$ cat src/uart_ctl_pkg.sv
// shared constants, states and carriers of the serial port control block
`default_nettype none
package uart_ctl_pkg;
   // register indices on the plain register port
   localparam logic [2:0] ADDR_CTRL = 3'h0;
   localparam logic [2:0] ADDR_STAT = 3'h1;
   localparam logic [2:0] ADDR_CLR  = 3'h2;
   localparam logic [2:0] ADDR_IEN  = 3'h3;
   localparam logic [2:0] ADDR_DATA = 3'h4;
   localparam logic [2:0] ADDR_BAUD = 3'h5;
   // control register field positions
   localparam int CTRL_MODE = 0;
   localparam int CTRL_MCE  = 1;
   localparam int CTRL_REN  = 2;
   localparam int CTRL_TB9  = 3;
   // status, clear and enable share one layout
   localparam int STAT_TX  = 0;
   localparam int STAT_RX  = 1;
   localparam int STAT_RB9 = 2;
   // divider reset value and index of the last data bit
   localparam logic [7:0] BAUD_RST = 8'h0F;
   localparam logic [2:0] LAST_BIT = 3'h7;

   // frame sequencer states, gray along start-data-ninth-stop
   typedef enum logic [2:0] {
      IDLE  = 3'h0,
      START = 3'h1,
      DATA  = 3'h3,
      NINTH = 3'h2,
      STOP  = 3'h6
   } frame_state_type;

   // frame shape handed to both shifters
   typedef struct packed {
      logic       nine_bit;
      logic [7:0] bit_div;
   } frame_cfg_type;

   // received frame as reported by the receive shifter
   typedef struct packed {
      logic       done;
      logic [7:0] data;
      logic       ninth;
      logic       stop;
   } rx_frame_type;

   // all state of the control block
   typedef struct packed {
      logic       mode;
      logic       multiproc_stop_check;
      logic       rx_enable_bit;
      logic       tx_ninth_bit;
      logic [1:0] ien;
      logic [7:0] baud;
      logic       tx_done_flag;
      logic       rx_done_flag;
      logic       rx_ninth_bit;
      logic [7:0] rx_buf;
      logic       tx_go;
      logic [7:0] tx_byte;
      logic [7:0] rdata;
      logic       irq;
   } ctl_state_type;

   localparam ctl_state_type CTL_RST = '{baud: BAUD_RST, default: '0};
endpackage : uart_ctl_pkg
`default_nettype wire

$ cat src/serial_tx_shifter.sv
// transmit shifter: start, eight data bits, optional ninth bit, stop
`timescale 1ns/1ps
`default_nettype none
module serial_tx_shifter (
   input  wire logic                      clk,
   input  wire logic                      rst,
   input  wire uart_ctl_pkg::frame_cfg_type cfg,
   input  wire logic                      start,
   input  wire logic [7:0]                data,
   input  wire logic                      ninth,
   output logic                           txd,
   output logic                           busy,
   output logic                           done
);
   typedef struct packed {
      uart_ctl_pkg::frame_state_type st;
      logic [7:0] cnt;
      logic [2:0] idx;
      logic [7:0] shift;
      logic       nb;
      logic       txd;
      logic       done;
   } tx_state_type;

   tx_state_type s;
   tx_state_type next_s;
   logic         tick;

   // one bit period elapsed
   assign tick = (s.cnt == cfg.bit_div);

   // frame sequencing
   always_comb begin
      next_s = s;
      next_s.done = 1'b0;
      next_s.cnt = tick ? 8'h00 : s.cnt + 8'h01;
      unique case (s.st)
         uart_ctl_pkg::IDLE: begin
            next_s.cnt = 8'h00;
            next_s.txd = 1'b1;
            if (start) begin
               next_s.st = uart_ctl_pkg::START;
               next_s.shift = data;
               next_s.nb = ninth; // latched so a mid-frame write cannot tear it
               next_s.txd = 1'b0;
            end
         end
         uart_ctl_pkg::START: if (tick) begin
            next_s.st = uart_ctl_pkg::DATA;
            next_s.idx = 3'h0;
            next_s.txd = s.shift[0];
         end
         uart_ctl_pkg::DATA: if (tick) begin
            if (s.idx == uart_ctl_pkg::LAST_BIT) begin
               if (cfg.nine_bit) begin
                  next_s.st = uart_ctl_pkg::NINTH;
                  next_s.txd = s.nb;
               end else begin
                  next_s.st = uart_ctl_pkg::STOP;
                  next_s.txd = 1'b1;
                  next_s.done = 1'b1;
               end
            end else begin
               next_s.idx = s.idx + 3'h1;
               next_s.shift = s.shift >> 1;
               next_s.txd = s.shift[1];
            end
         end
         uart_ctl_pkg::NINTH: if (tick) begin
            next_s.st = uart_ctl_pkg::STOP;
            next_s.txd = 1'b1;
            next_s.done = 1'b1;
         end
         uart_ctl_pkg::STOP: if (tick) next_s.st = uart_ctl_pkg::IDLE;
         default: next_s.st = uart_ctl_pkg::IDLE;
      endcase
   end

   always_ff @(posedge clk) begin
      if (rst) begin
         s <= '{st: uart_ctl_pkg::IDLE, txd: 1'b1, default: '0};
      end else begin
         s <= next_s;
      end
   end

   assign txd  = s.txd;
   assign busy = (s.st != uart_ctl_pkg::IDLE);
   assign done = s.done;
endmodule : serial_tx_shifter
`default_nettype wire

$ cat src/serial_rx_shifter.sv
// receive shifter: samples mid-bit, reports data, ninth and stop levels
`timescale 1ns/1ps
`default_nettype none
module serial_rx_shifter (
   input  wire logic                        clk,
   input  wire logic                        rst,
   input  wire uart_ctl_pkg::frame_cfg_type cfg,
   input  wire logic                        enable,
   input  wire logic                        rxd,
   output var uart_ctl_pkg::rx_frame_type   frame
);
   typedef struct packed {
      uart_ctl_pkg::frame_state_type st;
      logic [7:0] cnt;
      logic [2:0] idx;
      uart_ctl_pkg::rx_frame_type f;
   } rx_state_type;

   rx_state_type s;
   rx_state_type next_s;
   logic         tick;

   assign tick = (s.cnt == cfg.bit_div);

   // start is checked at half a bit, later bits one full period apart
   always_comb begin
      next_s = s;
      next_s.f.done = 1'b0;
      next_s.cnt = tick ? 8'h00 : s.cnt + 8'h01;
      unique case (s.st)
         uart_ctl_pkg::IDLE: begin
            next_s.cnt = 8'h00;
            if (!rxd) next_s.st = uart_ctl_pkg::START;
         end
         uart_ctl_pkg::START: if (s.cnt == {1'b0, cfg.bit_div[7:1]}) begin
            next_s.cnt = 8'h00;
            next_s.idx = 3'h0;
            next_s.st = rxd ? uart_ctl_pkg::IDLE : uart_ctl_pkg::DATA; // glitch rejected
         end
         uart_ctl_pkg::DATA: if (tick) begin
            next_s.f.data = {rxd, s.f.data[7:1]};
            next_s.idx = s.idx + 3'h1;
            if (s.idx == uart_ctl_pkg::LAST_BIT) begin
               next_s.st = cfg.nine_bit ? uart_ctl_pkg::NINTH : uart_ctl_pkg::STOP;
            end
         end
         uart_ctl_pkg::NINTH: if (tick) begin
            next_s.f.ninth = rxd;
            next_s.st = uart_ctl_pkg::STOP;
         end
         uart_ctl_pkg::STOP: if (tick) begin
            next_s.f.stop = rxd;
            next_s.f.done = 1'b1;
            next_s.st = uart_ctl_pkg::IDLE;
         end
         default: next_s.st = uart_ctl_pkg::IDLE;
      endcase
      // a disabled receiver drops any frame in flight
      if (!enable) begin
         next_s.st = uart_ctl_pkg::IDLE;
         next_s.f.done = 1'b0;
      end
   end

   always_ff @(posedge clk) begin
      if (rst) begin
         s <= '{st: uart_ctl_pkg::IDLE, default: '0};
      end else begin
         s <= next_s;
      end
   end

   assign frame = s.f;
endmodule : serial_rx_shifter
`default_nettype wire

$ cat src/uart_serial_control_bits.sv
// serial port control and status bits with register port and interrupt
`timescale 1ns/1ps
`default_nettype none
module uart_serial_control_bits (
   input  wire logic       clk,
   input  wire logic       rst,
   input  wire logic [2:0] addr,
   input  wire logic [7:0] wdata,
   input  wire logic       wr,
   input  wire logic       rd,
   output logic [7:0]      rdata,
   input  wire logic       rxd,
   output logic            txd,
   output logic            irq
);
   uart_ctl_pkg::ctl_state_type s;
   uart_ctl_pkg::ctl_state_type next_s;
   uart_ctl_pkg::frame_cfg_type cfg;
   uart_ctl_pkg::rx_frame_type  rx_frame;
   logic                        tx_busy;
   logic                        tx_done;
   logic                        rx_ok;
   logic                        clr_tx;
   logic                        clr_rx;

   ////////////////////////////////////////////////////////////////////////
   // register read layout
   function automatic logic [7:0] read_word(
      input uart_ctl_pkg::ctl_state_type r,
      input logic [2:0]                  a
   );
      logic [7:0] v;
      v = 8'h00;
      unique case (a)
         uart_ctl_pkg::ADDR_CTRL: begin
            v[uart_ctl_pkg::CTRL_MODE] = r.mode;
            v[uart_ctl_pkg::CTRL_MCE]  = r.multiproc_stop_check;
            v[uart_ctl_pkg::CTRL_REN]  = r.rx_enable_bit;
            v[uart_ctl_pkg::CTRL_TB9]  = r.tx_ninth_bit;
         end
         uart_ctl_pkg::ADDR_STAT: begin
            v[uart_ctl_pkg::STAT_TX]  = r.tx_done_flag;
            v[uart_ctl_pkg::STAT_RX]  = r.rx_done_flag;
            v[uart_ctl_pkg::STAT_RB9] = r.rx_ninth_bit;
         end
         uart_ctl_pkg::ADDR_IEN:  v[1:0] = r.ien;
         uart_ctl_pkg::ADDR_DATA: v = r.rx_buf;
         uart_ctl_pkg::ADDR_BAUD: v = r.baud;
         default: v = 8'h00; // clear register and holes read zero
      endcase
      return v;
   endfunction : read_word

   ////////////////////////////////////////////////////////////////////////
   // frame shifters follow the live mode and divider
   assign cfg.nine_bit = s.mode;
   assign cfg.bit_div  = s.baud;

   serial_tx_shifter serial_tx_shifter_inst (
      .clk   (clk),
      .rst   (rst),
      .cfg   (cfg),
      .start (s.tx_go),
      .data  (s.tx_byte),
      .ninth (s.tx_ninth_bit),
      .txd   (txd),
      .busy  (tx_busy),
      .done  (tx_done)
   );

   serial_rx_shifter serial_rx_shifter_inst (
      .clk    (clk),
      .rst    (rst),
      .cfg    (cfg),
      .enable (s.rx_enable_bit),
      .rxd    (rxd),
      .frame  (rx_frame)
   );

   ////////////////////////////////////////////////////////////////////////
   // frame acceptance: the check bit looks at stop in mode 0, ninth in mode 1
   always_comb begin
      rx_ok = 1'b0;
      if (rx_frame.done && s.rx_enable_bit) begin
         if (!s.multiproc_stop_check) begin
            rx_ok = 1'b1;
         end else if (s.mode) begin
            rx_ok = rx_frame.ninth;
         end else begin
            rx_ok = rx_frame.stop;
         end
      end
   end

   // write-one-to-clear strobes for the sticky flags
   assign clr_tx = wr && (addr == uart_ctl_pkg::ADDR_CLR) && wdata[uart_ctl_pkg::STAT_TX];
   assign clr_rx = wr && (addr == uart_ctl_pkg::ADDR_CLR) && wdata[uart_ctl_pkg::STAT_RX];

   ////////////////////////////////////////////////////////////////////////
   // next state: software writes first, hardware events override
   always_comb begin
      next_s = s;
      next_s.tx_go = 1'b0;
      if (wr) begin
         unique case (addr)
            uart_ctl_pkg::ADDR_CTRL: begin
               next_s.mode                 = wdata[uart_ctl_pkg::CTRL_MODE];
               next_s.multiproc_stop_check = wdata[uart_ctl_pkg::CTRL_MCE];
               next_s.rx_enable_bit        = wdata[uart_ctl_pkg::CTRL_REN];
               next_s.tx_ninth_bit         = wdata[uart_ctl_pkg::CTRL_TB9];
            end
            uart_ctl_pkg::ADDR_IEN:  next_s.ien = wdata[1:0];
            uart_ctl_pkg::ADDR_BAUD: next_s.baud = wdata;
            uart_ctl_pkg::ADDR_DATA: begin
               // a write during a frame is dropped rather than corrupting it
               if (!tx_busy && !s.tx_go) begin
                  next_s.tx_go = 1'b1;
                  next_s.tx_byte = wdata;
               end
            end
            default: begin
            end
         endcase
      end
      if (clr_tx) next_s.tx_done_flag = 1'b0;
      if (clr_rx) next_s.rx_done_flag = 1'b0;
      // the set wins over a clear in the same cycle
      if (tx_done) next_s.tx_done_flag = 1'b1;
      if (rx_ok) begin
         next_s.rx_done_flag = 1'b1;
         next_s.rx_buf = rx_frame.data;
         next_s.rx_ninth_bit = s.mode ? rx_frame.ninth : rx_frame.stop;
      end
      next_s.rdata = rd ? read_word(s, addr) : 8'h00;
      next_s.irq = |(next_s.ien & {next_s.rx_done_flag, next_s.tx_done_flag});
   end

   always_ff @(posedge clk) begin
      if (rst) begin
         s <= uart_ctl_pkg::CTL_RST;
      end else begin
         s <= next_s;
      end
   end

   assign rdata = s.rdata;
   assign irq   = s.irq;
endmodule : uart_serial_control_bits
`default_nettype wire

$ cat config.mk
export PLATFORM = sky130hd
export DESIGN_NAME = uart_serial_control_bits
export DESIGN_NICKNAME = d
export VERILOG_FILES = /design/src/uart_ctl_pkg.sv /design/src/serial_tx_shifter.sv /design/src/serial_rx_shifter.sv /design/src/uart_serial_control_bits.sv
export SDC_FILE = /design/constraint.sdc
export NUM_CORES = 1
export LEC_CHECK = 0
export ABC_AREA = 1
export BUFFER_PORTS_ARGS = -buffer_cell sky130_fd_sc_hd__buf_4
export CAP_MARGIN = 5
export CORE_MARGIN = 5
export CORE_UTILIZATION = 65
export CTS_BUF_LIST = sky130_fd_sc_hd__clkbuf_8 sky130_fd_sc_hd__clkbuf_16
export DETAILED_ROUTE_END_ITERATION = 8
export PLACE_DENSITY = 0.84
export REMOVE_ABC_BUFFERS = 1
export SYNTH_ARGS = -nofsm -noshare
export SYNTH_HDL_FRONTEND = slang
export SYNTH_SLANG_ARGS = --single-unit
$ cat constraint.sdc
create_clock -name clk -period 2.75 [get_ports clk]
set_clock_uncertainty 0.05 [all_clocks]
set_input_delay 0.275 -clock clk [delete_from_list [all_inputs] [get_ports clk]]
set_output_delay 0.275 -clock clk [all_outputs]
set_load 0.005 [all_outputs]
==> results of run 1 <==
## power by group
group / internal, W / switching [W] / total, W
Combinational: 0.0000488 / 0.0000827 / 0.000131
Clock: 0.000423 / 0.000503 / 0.000926
Sequential: 0.00136 / 0.0000160 / 0.00138
## per-stage QoR
stage,instances,hold slack (ps)
finish,706,101
floorplan,585,294
global placement,690,384
CTS,706,87.9
global route,706,108
detailed placement,690,389
## registers in the layout (all words and copies together) (netlist names)
| name | cells |
|---|---|
| serial_rx_shifter_inst.s | 14 |
| rdata | 8 |
| cfg | 9 |
| serial_tx_shifter_inst.txd | 1 |
| serial_tx_shifter_inst.s | 23 |
| serial_tx_shifter_inst.done | 1 |
| s | 25 |
| serial_rx_shifter_inst.frame | 11 |
| irq | 1 |
## logic make-up (layout without fill, tap and decap cells)
family	after synthesis	after routing	share of synthesized area [%]
adders and majority gates	6	6	1.77
xor gates and xnor gates	12	12	2.48
buffers and inverters	98	123	9.57
and+or+nand+nor	269	269	26.3
DFF	93	93	44.0
AOI/OAI and AO/OA	126	126	15.9
## path summary, 6_finish.rpt
path	end	slack (ps)	depth (start not counted)
worst max-delay path	serial_rx_shifter_inst.s[21]$_SDFF_PP0_	970	10
worst min-delay path	cfg[3]$_SDFFE_PP1P_	100	3
worst max register to register	serial_rx_shifter_inst.s[21]$_SDFF_PP0_	970	10
worst min register to register	s[15]$_SDFFE_PP0P_	400	2
## layer usage
layer	share of wire (%)	vias to the layer above	global-route usage, %
li1	-	1982	-
met1	45	1754	29.7
met2	47	107	37.3
met3	4.8	21	4.08
met4	3.4	0	12.4
met5	0	-	0
## cells in the mapped netlist (3+ instances only)
cell      instances
a211oi_1          3
a21oi_1          47
a221oi_1          3
a31oi_1           3
buf_4             9
clkbuf_1          8
dfxtp_1          93
ha_1              6
inv_1            74
nand2_1         130
nand2_2           3
nand3_1          22
nand4_1           8
nor2_1           92
nor3_1            4
o21ai_0          59
o22ai_1           3
xnor2_1           6
xor2_1            6
## worst reg2reg max path, cell delays in order (launching register included)
cell and delay, ps:
dfxtp_1 490, inv_1 160, nand2_1 80, nand2_1 40, nand2_1 60, nor2_1 40
nand2_1 110, nand2_1 100, o21ai_1 110, nand3_1 270, nor2_1 190
## area by class of cell
cell class | instances | area, um^2 | share of cell area [%]
Multi-Input combinational cell | 413 | 1970 | 42.5
Sequential cell | 93 | 1860 | 40.2
Inverter | 79 | 298 | 6.43
Timing Repair Buffer | 28 | 210 | 4.54
Clock buffer | 9 | 124 | 2.67
Tap cell | 77 | 96.3 | 2.08
Clock inverter | 7 | 73.8 | 1.59
==> results.cfg, run 1 <==
[floorplanning]
die_x_um = 90.7
ioPinCount = 26
die_height_um = 90.7
core_area_mm2 = 0.00635
dieArea_mm2 = 0.00823
initial_core_util_pct = 66.7
rows = 29

[detailed_routing]
drt-pass1-iter-count = 5
drt-initial-drc-count = 262
ant_nets = 0
routedWlPerCell_um = 13.4
via_per_inst = 5.47
post-route-drc-count = 0
drt-total-wl_mm = 9.44
num_vias = 3864

[critical_path]
crit_arrival_ps = 2030
cpMostUsedCell = nand2_1
endpoint_kind = flip-flop
path_buf_inv = 1
crit_start = cfg[5]$_SDFFE_PP0P_
cpPeakStageDelay_ps = 490
cpLargestDelayFamily = simple AND/OR/NAND/NOR gates
required_ps = 3000
criticalPathCategory = reg -> reg
r2r-start = cfg[5]$_SDFFE_PP0P_
cp_max_fo = 8
worstPathCellList = inv_1, nand2_1, nand2_1, nand2_1, nor2_1, nand2_1, nand2_1, o21ai_1, nand3_1, nor2_1
cp-start-kind = flip-flop
slowest_stage = dfxtp_1

[placement]
place_area_mm2 = 0.00443
post-dp-hpwl_mm = 6.92
io_buffer_count = 25
place.gp.congestion = 0.952
place_ws_ps = 996

[global_route]
grt-ovfl-total = 0
grt_max_degree = 29
grt_antenna_before_repair = 0
grt_usage_pct = 23.3
grt_pass1_wl_mm = 15.9
grt_pass1_vias = 3597

[yosys]
async_reset_ff_share_pct = 0
synth_top_area_share_pct = 44.0
synth_seq_area_share_pct = 44.0
synthFlopType = dfxtp_1
synthCells = 604
synth-edff-count = 0
synthTopCellsByArea = dfxtp_1 (44%), nand2_1 (12%), nor2_1 (8.2%)
synthesis.area_mm2 = 0.00424
yosysWarnings = 0
ys_ff_latch = 93
syn_area_per_cell_um2 = 7.01
netlist.top_cell.by_area = dfxtp_1
synthDistinctLibCells = 37

[cells_and_area]
fin_area_mm2 = 0.00463
final_util_pct = 72.9
n_antenna_cell = 0
area_growth_pct = 9.36
final_nets = 646
final_common_cell = nand2_1
layout-drive-gt1-share_pct = 9.06
fillers = 519
final_cell_mix = nand2_1 (130), dfxtp_1 (93), nor2_1 (92), inv_1 (74), o21ai_0 (59)

[min_path]
min_path_type = in -> reg
min_from = wdata[3]

[timing]
tns_ps = 0
setup_ws_ps = 971
worst_pin_slew_ps = 413
finalCriticalPeriod_ps = 1780
rsz0062_at_grt = no
maxSlewViolCount = 0
fin_crit_sh_pct = 64.7
max_freq_mhz = 562
relSlewSlack_pct = 72.2
setup_violations = 0
hold_viol_final = 0

[clock_tree]
clockRootBuffer = clkbuf_8
clockBufferDepth = 2
postCtsSetupBuffers = 0
h-tree-depth = 3
cts_tree = yes
cts_buffers = 9
cts.sinks = 93
clk_pin_slew_ps = 100
clk_latency_ps = 370
ctsHoldBuffers = 0
cts-resized-gates = 0

[power_and_ir_drop]
total_power_w = 0.00244
power.density_mw_per_mm2 = 526
peakVddDrop_mv = 0.379
power_leakage_nw = 1.95

[flow_run]
cap_violations = 0

[outcome]
outcome = completed
No activity file was read; power rests on OpenSTA's default activity.
==> inputs of run 2 (changes only) <==
ABC_AREA = 0   (was 1)
CORE_UTILIZATION = 60   (was 65)
PLACE_DENSITY = 0.79   (was 0.84)
clock period = 1.8 ns   (was 2.75 ns; I/O delays follow)
==> run 2 against run 1 <==
Effect of this change:
- hold slack worse by 83 ps
- via count down 8.6%
- die area up 9.5%
- largest cell class unchanged
- sequential cell count unchanged
- sequential share of layout area down 3.7 points
- non-clock buffer count up 46
- the flow now finishes with violations (negative setup slack)
- synthesized cell count down 20%
==> results.cfg, run 2 <==
[outcome]
outcome = complete, but fails checks
violations = negative setup slack

[detailed_routing]
wl_met3_um = 340
wl_met1_mm = 4.20
via_per_inst = 5.60
ant_nets = 0
drt-pass1-iter-count = 5
wl_met2_mm = 5.25
drt-initial-drc-count = 201
post-route-drc-count = 0
routedWlPerCell_um = 15.8
drt-total-wl_mm = 9.96
num_vias = 3533
top_layer = met4

[power_and_ir_drop]
combPwrFrac_pct = 6.8
power_leakage_nw = 1.97
p_int_w = 0.00283
switchingPower_w = 0.000879
power_switching_share_pct = 23.7
peakVddDrop_mv = 0.414
p_clk_share_pct = 36.6
pwr-share-seq_pct = 56.5
power.density_mw_per_mm2 = 720
total_power_w = 0.00371

[floorplanning]
rows = 31
core_area_mm2 = 0.00714
initial_core_util_pct = 60.6
die_height_um = 94.9
dieArea_mm2 = 0.00901
die_x_um = 94.9
ioPinCount = 26

[cells_and_area]
regMostFlops = s
final_common_cell = dfxtp_1
area_growth_pct = 19.0
multi_input_area_mm2 = 0.00234
ff_latch_area_mm2 = 0.00188
n_antenna_cell = 0
fin_area_mm2 = 0.00515
largest_reg_flops = 25
final_cell_mix = dfxtp_1 (85), nor2_1 (66), buf_4 (64), nand2_1 (42), mux2i_1 (37)
layout-drive-gt1-share_pct = 23.9
final_nets = 550
fin_cells = 631
fillers = 550
reg_top3 = s x25, serial_tx_shifter_inst.s x23, serial_rx_shifter_inst.s x14

[yosys]
synthMuxAreaShare_pct = 10.1
synthTopCellsByArea = dfxtp_1 (43%), mux2i_1 (8.6%), nor2_1 (5.8%)
synth_simple_gate_area_share_pct = 21.7
synth-edff-count = 0
yosysMostFrequentCell = dfxtp_1
synth_xor_area_share_pct = 7.08
ys_ff_latch = 93
synthesis.area_mm2 = 0.00433
synth_top_family_by_area = simple AND/OR/NAND/NOR gates
synthAdderAreaFrac_pct = 1.73
synth_common_cells = dfxtp_1 (93), nor2_1 (67), nand2_1 (43)
netlist.top_cell.by_area = dfxtp_1
async_reset_ff_share_pct = 0
synth_compound_area_share_pct = 10.2
syn_area_per_cell_um2 = 9.00
synthDistinctLibCells = 54
synth_top_area_share_pct = 43.0
synthFlopType = dfxtp_1
yosysWarnings = 0
synthCells = 481
synth_seq_area_share_pct = 43.0

[critical_path]
cp_max_fo = 6
cp-start-kind = flip-flop
criticalPathCategory = reg -> reg
required_ps = 2050
endpoint_kind = flip-flop
crit_arrival_ps = 2100

[timing]
setup_ws_ps = -42.3
rsz0062_at_grt = yes
maxSlewViolCount = 0
max_freq_mhz = 543
tns_ps = -107
relSlewSlack_pct = 60.5
finalCriticalPeriod_ps = 1840
hold_viol_final = 0
setup_violations = 6
fin_crit_sh_pct = 102
worst_pin_slew_ps = 593

[min_path]
min_path_type = in -> reg

[clock_tree]
cts.sinks = 93
clk_pin_slew_ps = 90
h-tree-depth = 3
clockBufferDepth = 2
cts_tree = yes
clockRootBuffer = clkbuf_8
clk_latency_ps = 360
cts_buffers = 9

[placement]
place.gp.congestion = 0.905
io_buffer_count = 25
post-dp-hpwl_mm = 6.59
place_ws_ps = -77.3
dp_cells = 604
place_area_mm2 = 0.00468

[global_route]
grt_antenna_before_repair = 0
grt_usage_pct = 22.1
grt_max_degree = 60
grt-ovfl-total = 0
grt_pass1_wl_mm = 15.5
grt_pass1_vias = 3295

[flow_run]
cap_violations = 0
## run 2: cell count changes after synthesis, moves of 21 or more
cell,previous run,this run
o21ai_0,59,11
nor2_1,92,67
inv_1,74,8
nand2_1,130,43
mux2i_1,0,37
a21oi_1,47,26
## run 2: power by group through the flow
stage / clock network (W) / registers [W] / logic, W
after global placement: 0 / 0.00215 / 0.000220
after detailed placement: 0 / 0.00215 / 0.000227
after CTS: 0.00138 / 0.00210 / 0.000235
after global routing: 0.00148 / 0.00210 / 0.000275
after floorplan: 0 / 0.00215 / 0.000100
final: 0.00136 / 0.00210 / 0.000253
## run 2: cell families after synthesis
kind of cell	count (synthesis)
DFF	93
and+or+nand+nor	190
muxes	41
xor gates and xnor gates	35
adders and majority gates	6
buffers and inverters	46
AOI/OAI and AO/OA	70
## run 2: metrics by stage
| stage | hold WS [ps] | util (%) |
|---|---|---|
| detailed placement | 377 | 65.6 |
| CTS | 9.43 | 69.5 |
| floorplan | 199 | - |
| global placement | 372 | 65.6 |
| finish | 18.0 | 72.2 |
| global route | 9.08 | 72.2 |
## run 2: layer usage
metal,up-vias,global-route usage (%)
met1,1689,27.1
met4,0,7.45
met5,-,0
li1,1744,-
met2,82,38.5
met3,18,4.62
## run 2: repair_timing
item                       4_1_cts  5_1_grt
hold endpoints to repair         3        0
gates resized for setup          5       38
setup endpoints to repair        6       27
hold buffers                     2        0
cloned                           0        1
pin swaps                        4       18
buffers inserted                 5        4
## run 2: final timing paths
check,endpoint,startpoint,slack (ps),cells past startpoint
worst min register to register,serial_tx_shifter_inst.s[6]$_SDFFE_PP0P_,serial_tx_shifter_inst.s[6]$_SDFFE_PP0P_,410,2
worst max register to register,serial_tx_shifter_inst.s[11]$_SDFFE_PP0P_,cfg[7]$_SDFFE_PP0P_,-40,5
worst min-delay path,s[13]$_SDFFE_PP0P_,wdata[4],20,3
worst max-delay path,serial_tx_shifter_inst.s[11]$_SDFFE_PP0P_,cfg[7]$_SDFFE_PP0P_,-40,5
## run 2: worst max-delay path: stages (launching register included)
cell and delay [ps]:
dfxtp_4 380, xor2_2 190, nor4_4 350, nand2_2 150, or4_4 530, a21oi_2 130
## run 2: area by class of cell
| class | count | share of cell area, % |
|---|---|---|
| clock inverter | 6 | 1.24 |
| multi-input combinational | 342 | 45.4 |
| clock buffer | 9 | 2.40 |
| timing repair buffer | 74 | 11.5 |
| tap | 99 | 2.40 |
| inverter | 8 | 0.583 |
| sequential | 93 | 36.5 |
